`src/rtl/rcc_map.vh`:
```
// Address map, field positions, reset values and constants of the clock and RAM block
`ifndef RCC_MAP_VH
`define RCC_MAP_VH
`define RCC_ADR_CTRL     8'h00
`define RCC_ADR_HSEC     8'h01
`define RCC_ADR_SEC      8'h02
`define RCC_ADR_MIN      8'h03
`define RCC_ADR_HOUR     8'h04
`define RCC_ADR_YDATE    8'h05
`define RCC_ADR_WMON     8'h06
`define RCC_ADR_TIMER    8'h07
`define RCC_ADR_ACTRL    8'h08
`define RCC_ADR_AL_HSEC  8'h09
`define RCC_ADR_AL_SEC   8'h0a
`define RCC_ADR_AL_MIN   8'h0b
`define RCC_ADR_AL_HOUR  8'h0c
`define RCC_ADR_AL_DATE  8'h0d
`define RCC_ADR_AL_WMON  8'h0e
`define RCC_ADR_AL_TIMER 8'h0f
`define RCC_CS_TFLAG     0
`define RCC_CS_AFLAG     1
`define RCC_CS_AEN       2
`define RCC_CS_MASK      3
`define RCC_CS_MODE      5:4
`define RCC_CS_STOP      7
`define RCC_MODE_XTAL    2'h0
`define RCC_MODE_50HZ    2'h1
`define RCC_MODE_EVENT   2'h2
`define RCC_AC_RES       2:0
`define RCC_AC_TINT      3
`define RCC_AC_ALM       5:4
`define RCC_AC_TALM      6
`define RCC_AC_AINT      7
`define RCC_AL_DAILY     2'h1
`define RCC_AL_WEEKDAY   2'h2
`define RCC_AL_DATED     2'h3
`define RCC_HR_12H       7
`define RCC_HR_PM        6
`define RCC_HR_DIGITS    5:0
`define RCC_YEAR         7:6
`define RCC_DATE         5:0
`define RCC_WDAY         7:5
`define RCC_MONTH        4:0
`define RCC_RST_CTRL     8'h00
`define RCC_RST_TIME     8'h00
`define RCC_RST_YDATE    8'h01
`define RCC_RST_WMON     8'h01
`define RCC_DEV_ADDR     6'h28
`define RCC_XTAL_HZ      17'h08000
`define RCC_TICK_HZ      17'h00064
`define RCC_HALF_SEC     8'h50
`define RCC_BCD_99       8'h99
`define RCC_BCD_59       8'h59
`endif

```
`src/rtl/rcc_clock_ram.v`:
```
// Serial-bus clock, calendar, timer, event counter and 248-byte RAM
`timescale 1ns/10ps
`include "rcc_map.vh"

module rcc_clock_ram (
  input  wire clk,
  input  wire nrst,
  input  wire scl_in,
  input  wire sda_in,
  output reg  sda_out,
  output reg  sda_oe,
  input  wire addr_select_pin,
  input  wire osc_in_pin,
  output reg  osc_out_pin,
  output reg  int_out,
  output reg  int_oe
);

  localparam ST_IDLE = 3'h0;
  localparam ST_ADDR = 3'h1;
  localparam ST_ACK  = 3'h2;
  localparam ST_RX   = 3'h3;
  localparam ST_TX   = 3'h4;
  localparam ST_RACK = 3'h5;

  reg  [2:0]  scl_s;
  reg  [2:0]  sda_s;
  reg  [2:0]  osc_s;
  reg  [1:0]  a0_s;
  reg  [2:0]  st_r;
  reg  [3:0]  bit_r;
  reg  [7:0]  sh_r;
  reg         rw_r;
  reg         first_r;
  reg  [7:0]  ptr_r;
  reg         wr_stb_r;
  reg  [7:0]  wr_adr_r;
  reg  [7:0]  wr_dat_r;
  reg         cap_stb_r;
  reg  [7:0]  rdata;
  reg  [16:0] acc_r;
  reg         tick_r;
  reg         evt_r;
  reg         chk_r;
  reg  [7:0]  cs_r, hs_r, sec_r, min_r, hr_r, yd_r, wm_r, tmr_r;
  reg  [7:0]  cs_nxt, hs_nxt, sec_nxt, min_nxt, hr_nxt, yd_nxt, wm_nxt, tmr_nxt;
  reg  [7:0]  cap_hs, cap_sec, cap_min, cap_hr, cap_yd, cap_wm, cap_tmr;
  reg  [7:0]  ram_r [8:255];
  reg         c1, c2, c3, c4, tinc, tovf, clk_hit;
  reg  [5:0]  dmax;
  reg  [7:0]  hr_inc, dt_inc, mo_inc;

  // ---------------------------------------------------------------
  // Helpers
  // ---------------------------------------------------------------
  function [7:0] bcd_inc;
    input [7:0] v;
    begin
      if (v[3:0] == 4'h9) begin
        bcd_inc = {v[7:4] + 4'h1, 4'h0};
      end else begin
        bcd_inc = v + 8'h01;
      end
    end
  endfunction

  function [7:0] bcd_step;
    input [7:0] v;
    input [7:0] top;
    begin
      bcd_step = (v == top) ? 8'h00 : bcd_inc(v);
    end
  endfunction

  // ---------------------------------------------------------------
  // Input synchronisers
  // ---------------------------------------------------------------
  always @(posedge clk) begin
    if (!nrst) begin
      scl_s <= 3'h7;
      sda_s <= 3'h7;
      osc_s <= 3'h0;
      a0_s  <= 2'h0;
    end else begin
      scl_s <= {scl_s[1:0], scl_in};
      sda_s <= {sda_s[1:0], sda_in};
      osc_s <= {osc_s[1:0], osc_in_pin};
      a0_s  <= {a0_s[0], addr_select_pin};
    end
  end

  wire scl_rise = scl_s[1] & ~scl_s[2];
  wire scl_fall = ~scl_s[1] & scl_s[2];
  wire bus_start = scl_s[1] & scl_s[2] & ~sda_s[1] & sda_s[2];
  wire bus_stop = scl_s[1] & scl_s[2] & sda_s[1] & ~sda_s[2];
  wire osc_rise = osc_s[1] & ~osc_s[2];
  wire osc_fall = ~osc_s[1] & osc_s[2];
  wire [1:0] mode = cs_r[`RCC_CS_MODE];
  wire [7:0] ac = ram_r[`RCC_ADR_ACTRL];
  wire [7:0] al_wm = ram_r[`RCC_ADR_AL_WMON];
  wire [7:0] al_dt = ram_r[`RCC_ADR_AL_DATE];
  wire [16:0] acc_sum = acc_r + `RCC_TICK_HZ;
  wire dev_hit = (sh_r[7:1] == {`RCC_DEV_ADDR, a0_s[1]});
  wire load_tx = scl_fall & (((st_r == ST_ACK) & rw_r) | (st_r == ST_RACK));

  // ---------------------------------------------------------------
  // Serial bus slave
  // ---------------------------------------------------------------
  always @* begin
    case (ptr_r)
      `RCC_ADR_CTRL:  rdata = cs_r;
      `RCC_ADR_HSEC:  rdata = cap_hs;
      `RCC_ADR_SEC:   rdata = cap_sec;
      `RCC_ADR_MIN:   rdata = cap_min;
      `RCC_ADR_HOUR:  rdata = cap_hr;
      `RCC_ADR_YDATE: rdata = cs_r[`RCC_CS_MASK] ? {2'h0, cap_yd[`RCC_DATE]} : cap_yd;
      `RCC_ADR_WMON:  rdata = cs_r[`RCC_CS_MASK] ? {3'h0, cap_wm[`RCC_MONTH]} : cap_wm;
      `RCC_ADR_TIMER: rdata = cap_tmr;
      default:        rdata = ram_r[ptr_r];
    endcase
  end

  always @(posedge clk) begin
    if (!nrst) begin
      st_r      <= ST_IDLE;
      bit_r     <= 4'h0;
      sh_r      <= 8'h00;
      rw_r      <= 1'b0;
      first_r   <= 1'b0;
      ptr_r     <= 8'h00;
      wr_stb_r  <= 1'b0;
      wr_adr_r  <= 8'h00;
      wr_dat_r  <= 8'h00;
      cap_stb_r <= 1'b0;
      sda_oe    <= 1'b0;
      sda_out   <= 1'b0;
    end else begin
      wr_stb_r  <= 1'b0;
      cap_stb_r <= 1'b0;
      if (bus_start) begin
        st_r    <= ST_ADDR;
        bit_r   <= 4'h0;
        first_r <= 1'b1;
        sda_oe  <= 1'b0;
      end else if (bus_stop) begin
        st_r   <= ST_IDLE;
        sda_oe <= 1'b0;
      end else if (load_tx) begin
        sda_oe <= ~rdata[7];
        sh_r   <= {rdata[6:0], 1'b0};
        bit_r  <= 4'h1;
        ptr_r  <= ptr_r + 8'h01;
        st_r   <= ST_TX;
      end else begin
        case (st_r)
          ST_ADDR, ST_RX: begin
            if (scl_rise) begin
              sh_r  <= {sh_r[6:0], sda_s[1]};
              bit_r <= bit_r + 4'h1;
            end else if (scl_fall && bit_r == 4'h8) begin
              if (st_r == ST_ADDR) begin
                if (dev_hit) begin
                  rw_r      <= sh_r[0];
                  cap_stb_r <= sh_r[0];
                  sda_oe    <= 1'b1;
                  st_r      <= ST_ACK;
                end else begin
                  st_r <= ST_IDLE;
                end
              end else begin
                sda_oe  <= 1'b1;
                st_r    <= ST_ACK;
                first_r <= 1'b0;
                if (first_r) begin
                  ptr_r <= sh_r;
                end else begin
                  wr_stb_r <= 1'b1;
                  wr_adr_r <= ptr_r;
                  wr_dat_r <= sh_r;
                  ptr_r    <= ptr_r + 8'h01;
                end
              end
            end
          end
          ST_ACK: begin
            if (scl_fall) begin
              sda_oe <= 1'b0;
              bit_r  <= 4'h0;
              st_r   <= ST_RX;
            end
          end
          ST_TX: begin
            if (scl_fall) begin
              if (bit_r == 4'h8) begin
                sda_oe <= 1'b0;
                st_r   <= ST_RACK;
              end else begin
                sda_oe <= ~sh_r[7];
                sh_r   <= {sh_r[6:0], 1'b0};
                bit_r  <= bit_r + 4'h1;
              end
            end
          end
          ST_RACK: begin
            if (scl_rise && sda_s[1]) begin
              st_r <= ST_IDLE;
            end
          end
          default: st_r <= ST_IDLE;
        endcase
      end
    end
  end

  // ---------------------------------------------------------------
  // RAM and alarm registers
  // ---------------------------------------------------------------
  always @(posedge clk) begin
    if (wr_stb_r && wr_adr_r >= `RCC_ADR_ACTRL) begin
      ram_r[wr_adr_r] <= wr_dat_r;
    end
  end

  // ---------------------------------------------------------------
  // Time base
  // ---------------------------------------------------------------
  always @(posedge clk) begin
    if (!nrst) begin
      acc_r       <= 17'h00000;
      tick_r      <= 1'b0;
      evt_r       <= 1'b0;
      chk_r       <= 1'b0;
      osc_out_pin <= 1'b0;
    end else begin
      tick_r      <= 1'b0;
      evt_r       <= 1'b0;
      chk_r       <= tick_r | evt_r;
      osc_out_pin <= (mode == `RCC_MODE_XTAL) ? ~osc_s[1] : 1'b0;
      if (!cs_r[`RCC_CS_STOP]) begin
        case (mode)
          `RCC_MODE_XTAL: begin
            if (osc_rise) begin
              if (acc_sum >= `RCC_XTAL_HZ) begin
                acc_r  <= acc_sum - `RCC_XTAL_HZ;
                tick_r <= 1'b1;
              end else begin
                acc_r <= acc_sum;
              end
            end
          end
          `RCC_MODE_50HZ:  tick_r <= osc_rise | osc_fall;
          `RCC_MODE_EVENT: evt_r <= osc_rise;
          default:         tick_r <= 1'b0;
        endcase
      end
    end
  end

  // ---------------------------------------------------------------
  // Counters and flags
  // ---------------------------------------------------------------
  always @* begin
    case (wm_r[`RCC_MONTH])
      5'h02:                      dmax = (yd_r[`RCC_YEAR] == 2'h0) ? 6'h29 : 6'h28;
      5'h04, 5'h06, 5'h09, 5'h11: dmax = 6'h30;
      default:                    dmax = 6'h31;
    endcase
  end

  wire al_base = (hs_r == ram_r[`RCC_ADR_AL_HSEC]) & (sec_r == ram_r[`RCC_ADR_AL_SEC]) &
                 (min_r == ram_r[`RCC_ADR_AL_MIN]);
  wire al_hour = al_base & (hr_r == ram_r[`RCC_ADR_AL_HOUR]);
  wire tmr_hit = ac[`RCC_AC_TALM] & (tmr_r == ram_r[`RCC_ADR_AL_TIMER]);
  wire evt_hit = (mode == `RCC_MODE_EVENT) & (ac[`RCC_AC_ALM] == `RCC_AL_DAILY) & al_base;

  always @* begin
    case (ac[`RCC_AC_ALM])
      `RCC_AL_DAILY:   clk_hit = al_hour;
      `RCC_AL_WEEKDAY: clk_hit = al_hour & al_wm[wm_r[`RCC_WDAY]];
      `RCC_AL_DATED:   clk_hit = al_hour & (yd_r[`RCC_DATE] == al_dt[`RCC_DATE]) &
                                 (wm_r[`RCC_MONTH] == al_wm[`RCC_MONTH]);
      default:         clk_hit = 1'b0;
    endcase
  end

  wire alarm_hit = ((mode == `RCC_MODE_EVENT) ? evt_hit : clk_hit) | tmr_hit;

  always @* begin
    cs_nxt  = cs_r;
    hs_nxt  = hs_r;
    sec_nxt = sec_r;
    min_nxt = min_r;
    hr_nxt  = hr_r;
    yd_nxt  = yd_r;
    wm_nxt  = wm_r;
    tmr_nxt = tmr_r;
    c1 = 1'b0;
    c2 = 1'b0;
    c3 = 1'b0;
    c4 = 1'b0;
    tinc = 1'b0;
    tovf = 1'b0;
    hr_inc = bcd_inc({2'h0, hr_r[`RCC_HR_DIGITS]});
    dt_inc = bcd_inc({2'h0, yd_r[`RCC_DATE]});
    mo_inc = bcd_inc({3'h0, wm_r[`RCC_MONTH]});
    if (tick_r || evt_r) begin
      hs_nxt = bcd_step(hs_r, `RCC_BCD_99);
      c1 = (hs_r == `RCC_BCD_99);
      if (c1) begin
        sec_nxt = bcd_step(sec_r, evt_r ? `RCC_BCD_99 : `RCC_BCD_59);
        c2 = (sec_r == (evt_r ? `RCC_BCD_99 : `RCC_BCD_59));
      end
      if (c2) begin
        min_nxt = bcd_step(min_r, evt_r ? `RCC_BCD_99 : `RCC_BCD_59);
        c3 = (min_r == (evt_r ? `RCC_BCD_99 : `RCC_BCD_59));
      end
      if (c3 && tick_r) begin
        if (!hr_r[`RCC_HR_12H]) begin
          hr_nxt[`RCC_HR_DIGITS] = (hr_r[`RCC_HR_DIGITS] == 6'h23) ? 6'h00 : hr_inc[5:0];
          c4 = (hr_r[`RCC_HR_DIGITS] == 6'h23);
        end else if (hr_r[`RCC_HR_DIGITS] == 6'h11) begin
          hr_nxt[`RCC_HR_DIGITS] = 6'h12;
          hr_nxt[`RCC_HR_PM] = ~hr_r[`RCC_HR_PM];
          c4 = hr_r[`RCC_HR_PM];
        end else if (hr_r[`RCC_HR_DIGITS] == 6'h12) begin
          hr_nxt[`RCC_HR_DIGITS] = 6'h01;
        end else begin
          hr_nxt[`RCC_HR_DIGITS] = hr_inc[5:0];
        end
      end
      if (c4) begin
        wm_nxt[`RCC_WDAY] = (wm_r[`RCC_WDAY] == 3'h6) ? 3'h0 : wm_r[`RCC_WDAY] + 3'h1;
        if (yd_r[`RCC_DATE] == dmax) begin
          yd_nxt[`RCC_DATE] = 6'h01;
          if (wm_r[`RCC_MONTH] == 5'h12) begin
            wm_nxt[`RCC_MONTH] = 5'h01;
            yd_nxt[`RCC_YEAR] = yd_r[`RCC_YEAR] + 2'h1;
          end else begin
            wm_nxt[`RCC_MONTH] = mo_inc[4:0];
          end
        end else begin
          yd_nxt[`RCC_DATE] = dt_inc[5:0];
        end
      end
      if (!cs_r[`RCC_CS_AEN] && tick_r) begin
        tinc = c4;
      end else begin
        case (ac[`RCC_AC_RES])
          3'h0:    tinc = 1'b1;
          3'h1:    tinc = c1;
          3'h2:    tinc = c2;
          3'h3:    tinc = c3;
          3'h4:    tinc = c4;
          default: tinc = 1'b0;
        endcase
      end
      if (tinc) begin
        tmr_nxt = bcd_step(tmr_r, `RCC_BCD_99);
        tovf = (tmr_r == `RCC_BCD_99);
      end
    end
    if (wr_stb_r) begin
      case (wr_adr_r)
        `RCC_ADR_CTRL:  cs_nxt = wr_dat_r;
        `RCC_ADR_HSEC:  hs_nxt = wr_dat_r;
        `RCC_ADR_SEC:   sec_nxt = wr_dat_r;
        `RCC_ADR_MIN:   min_nxt = wr_dat_r;
        `RCC_ADR_HOUR:  hr_nxt = wr_dat_r;
        `RCC_ADR_YDATE: yd_nxt = wr_dat_r;
        `RCC_ADR_WMON:  wm_nxt = wr_dat_r;
        `RCC_ADR_TIMER: tmr_nxt = wr_dat_r;
        default:        cs_nxt = cs_nxt;
      endcase
    end
    cs_nxt[`RCC_CS_TFLAG] = cs_nxt[`RCC_CS_TFLAG] | tovf;
    cs_nxt[`RCC_CS_AFLAG] = cs_nxt[`RCC_CS_AFLAG] | (chk_r & cs_r[`RCC_CS_AEN] & alarm_hit);
  end

  always @(posedge clk) begin
    if (!nrst) begin
      cs_r    <= `RCC_RST_CTRL;
      hs_r    <= `RCC_RST_TIME;
      sec_r   <= `RCC_RST_TIME;
      min_r   <= `RCC_RST_TIME;
      hr_r    <= `RCC_RST_TIME;
      yd_r    <= `RCC_RST_YDATE;
      wm_r    <= `RCC_RST_WMON;
      tmr_r   <= `RCC_RST_TIME;
      cap_hs  <= 8'h00;
      cap_sec <= 8'h00;
      cap_min <= 8'h00;
      cap_hr  <= 8'h00;
      cap_yd  <= 8'h00;
      cap_wm  <= 8'h00;
      cap_tmr <= 8'h00;
      int_oe  <= 1'b0;
      int_out <= 1'b0;
    end else begin
      cs_r  <= cs_nxt;
      hs_r  <= hs_nxt;
      sec_r <= sec_nxt;
      min_r <= min_nxt;
      hr_r  <= hr_nxt;
      yd_r  <= yd_nxt;
      wm_r  <= wm_nxt;
      tmr_r <= tmr_nxt;
      if (cap_stb_r) begin
        cap_hs  <= hs_r;
        cap_sec <= sec_r;
        cap_min <= min_r;
        cap_hr  <= hr_r;
        cap_yd  <= yd_r;
        cap_wm  <= wm_r;
        cap_tmr <= tmr_r;
      end
      if (cs_r[`RCC_CS_AEN]) begin
        int_oe <= (cs_r[`RCC_CS_AFLAG] & ac[`RCC_AC_AINT]) |
                  (cs_r[`RCC_CS_TFLAG] & ac[`RCC_AC_TINT]);
      end else begin
        int_oe <= ~mode[1] & (hs_r >= `RCC_HALF_SEC);
      end
    end
  end

endmodule // rcc_clock_ram

```
`config.mk`:
```
export PLATFORM = sky130hd
export DESIGN_NAME = rcc_clock_ram
export DESIGN_NICKNAME = d
export VERILOG_FILES = /design/src/rtl/rcc_clock_ram.v
export VERILOG_INCLUDE_DIRS = /design/src /design/src/rtl
export SDC_FILE = /design/constraint.sdc
export NUM_CORES = 2
export LEC_CHECK = 0
export ABC_AREA = 0
export BUFFER_PORTS_ARGS = -buffer_cell sky130_fd_sc_hd__clkbuf_2
export CAP_MARGIN = 20
export CORE_MARGIN = 3
export CORE_UTILIZATION = 60
export CTS_CLUSTER_SIZE = 24
export DETAILED_ROUTE_END_ITERATION = 16
export PLACE_DENSITY = 0.76
export SLEW_MARGIN = 20
export SYNTH_ARGS = -nofsm -noshare
export SYNTH_HDL_FRONTEND = slang
export SYNTH_SLANG_ARGS = --single-unit
```
`constraint.sdc`:
```
create_clock -name clk -period 11.8 [get_ports clk]
set_clock_uncertainty 0.1 [all_clocks]
set_input_delay 2.36 -clock clk [delete_from_list [all_inputs] [get_ports clk]]
set_output_delay 2.36 -clock clk [all_outputs]
set_load 0.01 [all_outputs]
```
* After elaboration in Yosys (flattened, before gate mapping)
Memories as Yosys holds them, arrays and structs flattened. A register that Yosys moved wholly into a read port is not among the register bits. Cells that the tools add are included.
Word-level totals: flip-flop bits (word level) 197, bits in latches 0, memory bits (writable) 1984, bits in read-only memories 0, output and inout bits 5, logic and storage cells 376, memories kept 1
Memory list:
- ram_r | depth 248, width 8, read ports 9, clocked after Yosys merged registers in 1, wr ports 1, line rcc_clock_ram.v:48 | reg [7:0] ram_r [8:255];
Operators by class: $add $sub $neg 20, multiply operators 0, div/mod/pow operators 0, $lt $le $gt $ge 4, equality and inequality tests 86, shift operators 0, multiplexer cells 130, bitwise operators 54, reductions and logical operators 41
Operators with widths (number):
- $mux 8 | 46
- $eq 8x3->1 const B | 8
- $pmux 8 s8 | 1
- $eq 8x8->1 | 7
- $reduce_and 6->1 | 8
- $mux 6 | 7
- $add 8x1->8 const B | 5
- $mux 1 | 40
- $eq 4x4->1 const B | 8
- $eq 8x2->1 const B | 4
- $mux 7 | 4
- $mux 3 | 9
- $and 1x1->1 | 25
- $ne 5x5->1 const B | 5
- $not 1->1 | 22
- $ne 3x3->1 const B | 7
- $add 4x1->4 const B | 5
- $mux 4 | 5
- $ne 2x2->1 const B | 9
- $add 17x7->17 const B | 1
- $ge 17x16->1 const B | 1
- $mux 17 | 1
- $sub 17x16->17 const B | 1
- $eq 8x1->1 const B | 2
- 55 further kinds | 104

* Longest topological paths before layout
depth after elaboration 16, mapped depth 12, mapped depth without buffers 11

* Worst setup path before layout
Ideal clock, no wire load.
path type register -> register, start reg wr_dat_r[0], end mem ram_r[100][0] (data pin), data arrival time 3.298 ns, setup slack 7.567 ns, cell stages (with the launch flop) 1, path through dfxtp_1
RTL lines:
- start, declared | line rcc_clock_ram.v:38 | reg [7:0] wr_dat_r;
- start signal, assigned | line rcc_clock_ram.v:179 | wr_dat_r <= sh_r;
- end, declared | line rcc_clock_ram.v:48
No word-level cell before the write port.

==> flow_summary.yaml <==
status:
  status: "finished clean"
final_layout:
  multi_input_area_um2: 22940
  syn2layout_area_growth_pct: 9.509
  fillers: 9127
  regArea_um2: 63700
  drive_gt1_share_pct: 19.12
  layout.nets: 4890
placed_design:
  place.gp.congestion: 0.9205
  dpl.hpwl_um: 130800
  port_buffers: 8
  pre_cts_ws_ns: 7.049
route:
  wl_per_cell_um: 32.20
  firstDrtPassIters: 6
  viasPerCell: 6.945
  postRouteAntennaNets: 0
  drt-total-wl_um: 223200
  via_count: 48140
  drt_iter0_markers: 7179
  remaining_drc_errors: 0
die:
  die_area_um2: 151400
  die_w_um: 389.1
  core_area_um2: 144700
  rows: 139
  pin_count: 11
  die_h_um: 389.1
  start_util_pct: 60.85
sta:
  setup_tns_ns: 0
  finalHoldViolations: 0
  postLayoutSetupSlackWorst_ns: 7.020
  finalSetupViolCount: 0
  drv_slew: 0
  min_period_ns: 4.780
  fin_crit_sh_pct: 40.50
  relSlewSlack_pct: 22.88
  worst_pin_slew_ns: 1.154
  rsz0062_at_grt: "no"
  timing.fmax_mhz: 209.2
setup_path:
  cp_data_required_time_ns: 12.43
  arrival_ns: 5.41
  end_kind: "register"
  path_class: "register to register"
  startpoint_type: "register"
  critPathMaxFanout: 91
yosys:
  synth_top_area_share_pct: 67.66
  synth_ff_type: "edfxtp_1"
  synth_area_leaders: "edfxtp_1, mux4_2, dfxtp_1, nor2_1, mux2i_1"
  yosys_warnings: 0
  syn_area_um2: 88050
  synth_edf_count: 1984
  ys_seq_elements: 2187
  synth.avg_cell_area_um2: 18.08
  synth-seq-area-share_pct: 72.27
  synthCells: 4869
  synth.distinct_cells: 77
  async_flop_share_pct: 0
  yosys-top-cells-count: "edfxtp_1, mux4_2, nor2_1, nand2_1, dfxtp_1"
  yosysMostFrequentCell: "edfxtp_1"
  synth.largest_area_cell: "edfxtp_1"
cts:
  insertion_delay_ns: 0.85
  cts_tree: "yes"
  clockRootBuffer: "clkbuf_16"
  cts_buffers: 208
  cts_hold_buf: 0
  cts_setup_buffers: 0
  clockBufferDepth: 3
  path_clk_slew_ns: 0.07
  cts_max_level: 4
  clock_sinks: 2187
  post_cts_resize_count: 0
power_and_ir_drop:
  ir_drop_uv: 155.6
  powerDensity_nw_per_um2: 154.7
  total_leakage_power_uw: 0.02949
worst_hold_path:
  hp-start: "sda_s[0]$_SDFF_PN1_"
  hold_class: "register to register"
grt:
  track_usage_pct: 29.74
  overflow: 0
  grt_first_pass_wirelength_um: 327500
  grt_pass1_vias: 46760
  antenna_found_initial: 4
  grt_start_max_net_pins: 124
run:
  drv_cap: 0
## sequential cells by signal, indices dropped and copies added (netlist names), 4 cells and up, named ones only
| register | count |
|---|---|
| ram_r | 1984 |
| cap_wm | 8 |
| cs_r | 8 |
| cap_hr | 8 |
| acc_r | 15 |
| tmr_r | 8 |
| sh_r | 8 |
| cap_sec | 8 |
| wm_r | 8 |
| cap_yd | 8 |
| wr_dat_r | 8 |
| cap_min | 8 |
| bit_r | 4 |
| ptr_r | 8 |
| cap_tmr | 8 |
| sec_r | 8 |
| min_r | 8 |
| hs_r | 8 |
| wr_adr_r | 8 |
| hr_r | 8 |
| cap_hs | 8 |
| yd_r | 8 |
## critical path, stage by stage (launching register included)
cell and delay [ns]:
dfxtp_4 0.64, buf_12 0.53, buf_4 0.76, mux4_2 0.60, a22o_1 0.28, a221oi_1 0.31
o22ai_1 0.18, nor4_1 0.57, o21ai_0 0.19, a31o_2 0.26
## cell usage in the layout, fill, tap and decap left out, types with 30 or more instances in the layout
| master | netlist | layout |
|---|---|---|
| a211oi_1 | 42 | 42 |
| a21oi_1 | 106 | 106 |
| a22oi_1 | 62 | 62 |
| a31oi_1 | 41 | 41 |
| buf_4 | 33 | 58 |
| clkbuf_1 | 175 | 52 |
| clkbuf_16 | 0 | 211 |
| clkinv_1 | 0 | 31 |
| clkinv_2 | 0 | 43 |
| dfxtp_1 | 203 | 187 |
| edfxtp_1 | 1984 | 1984 |
| ha_1 | 34 | 34 |
| inv_1 | 38 | 38 |
| mux2i_1 | 152 | 152 |
| mux4_2 | 531 | 531 |
| nand2_1 | 216 | 216 |
| nand2b_1 | 30 | 30 |
| nand3_1 | 67 | 61 |
| nand4_1 | 35 | 35 |
| nor2_1 | 432 | 431 |
| nor2b_1 | 50 | 49 |
| nor3_1 | 36 | 36 |
| o21ai_0 | 77 | 77 |
| o22ai_1 | 39 | 39 |
| xnor2_1 | 33 | 33 |
| xor2_1 | 51 | 51 |
## area by class of cell
type / instances / share of cell area [%]
sequential: 2187 / 66.06
multi-input combinational: 2335 / 23.79
clock buffer: 277 / 5.860
tap: 1903 / 2.469
clock inverter: 109 / 0.9615
timing repair buffer: 79 / 0.6994
inverter: 39 / 0.1544
antenna: 3 / 0.007785
## metal layers
layer / GRT usage (%) / vias up / routed length, um
met4: 10.95 / 2 / 8809
met5: 0.3828 / - / 84
li1: - / 19580 / -
met3: 7.448 / 522 / 26230
met1: 42.80 / 24760 / 84520
met2: 44.87 / 3274 / 103600
## path summary, 6_finish.rpt
kind | endpoint | slack [ns] | depth (start not counted)
max | sh_r[4]$_SDFFE_PN0P_ | 7.02 | 9
min | sda_s[1]$_SDFF_PN1_ | 0.32 | 1
max reg2reg | sh_r[4]$_SDFFE_PN0P_ | 7.02 | 9
min reg2reg | sda_s[1]$_SDFF_PN1_ | 0.32 | 1
## where the power goes
group | switching, uW | internal [uW]
registers | 13.2 | 8320
logic | 58.9 | 40.8
clock network | 2880 | 3610
## per-stage QoR
step	util (%)	hold WS, ns	cells	power [uW]	cell area, um2
after CTS	66.62	0.3154	6929	14960	96400
after global placement	62.05	0.2964	6542	8593	89790
after detailed placement	62.07	0.2968	6543	8594	89820
after global routing	66.64	0.3620	6929	15260	96420
final	66.64	0.3162	6932	14920	96430
after floorplan	-	0.2863	4870	8572	88060
## logic make-up after synthesis
logic type               Yosys count  share of synthesized area (%)
flip-flops                      2187                          72.27
buffers and inverters            348                          1.732
AO/OA/AOI/OAI                    520                          3.989
adder cells (fa/ha/maj)           34                         0.4831
multiplexers                     686                          15.35
AND/OR/NAND/NOR                 1009                          5.334
XOR/XNOR                          84                         0.8355
other                              1                       0.004259
Note: power is estimated with default switching activity, not from simulation.
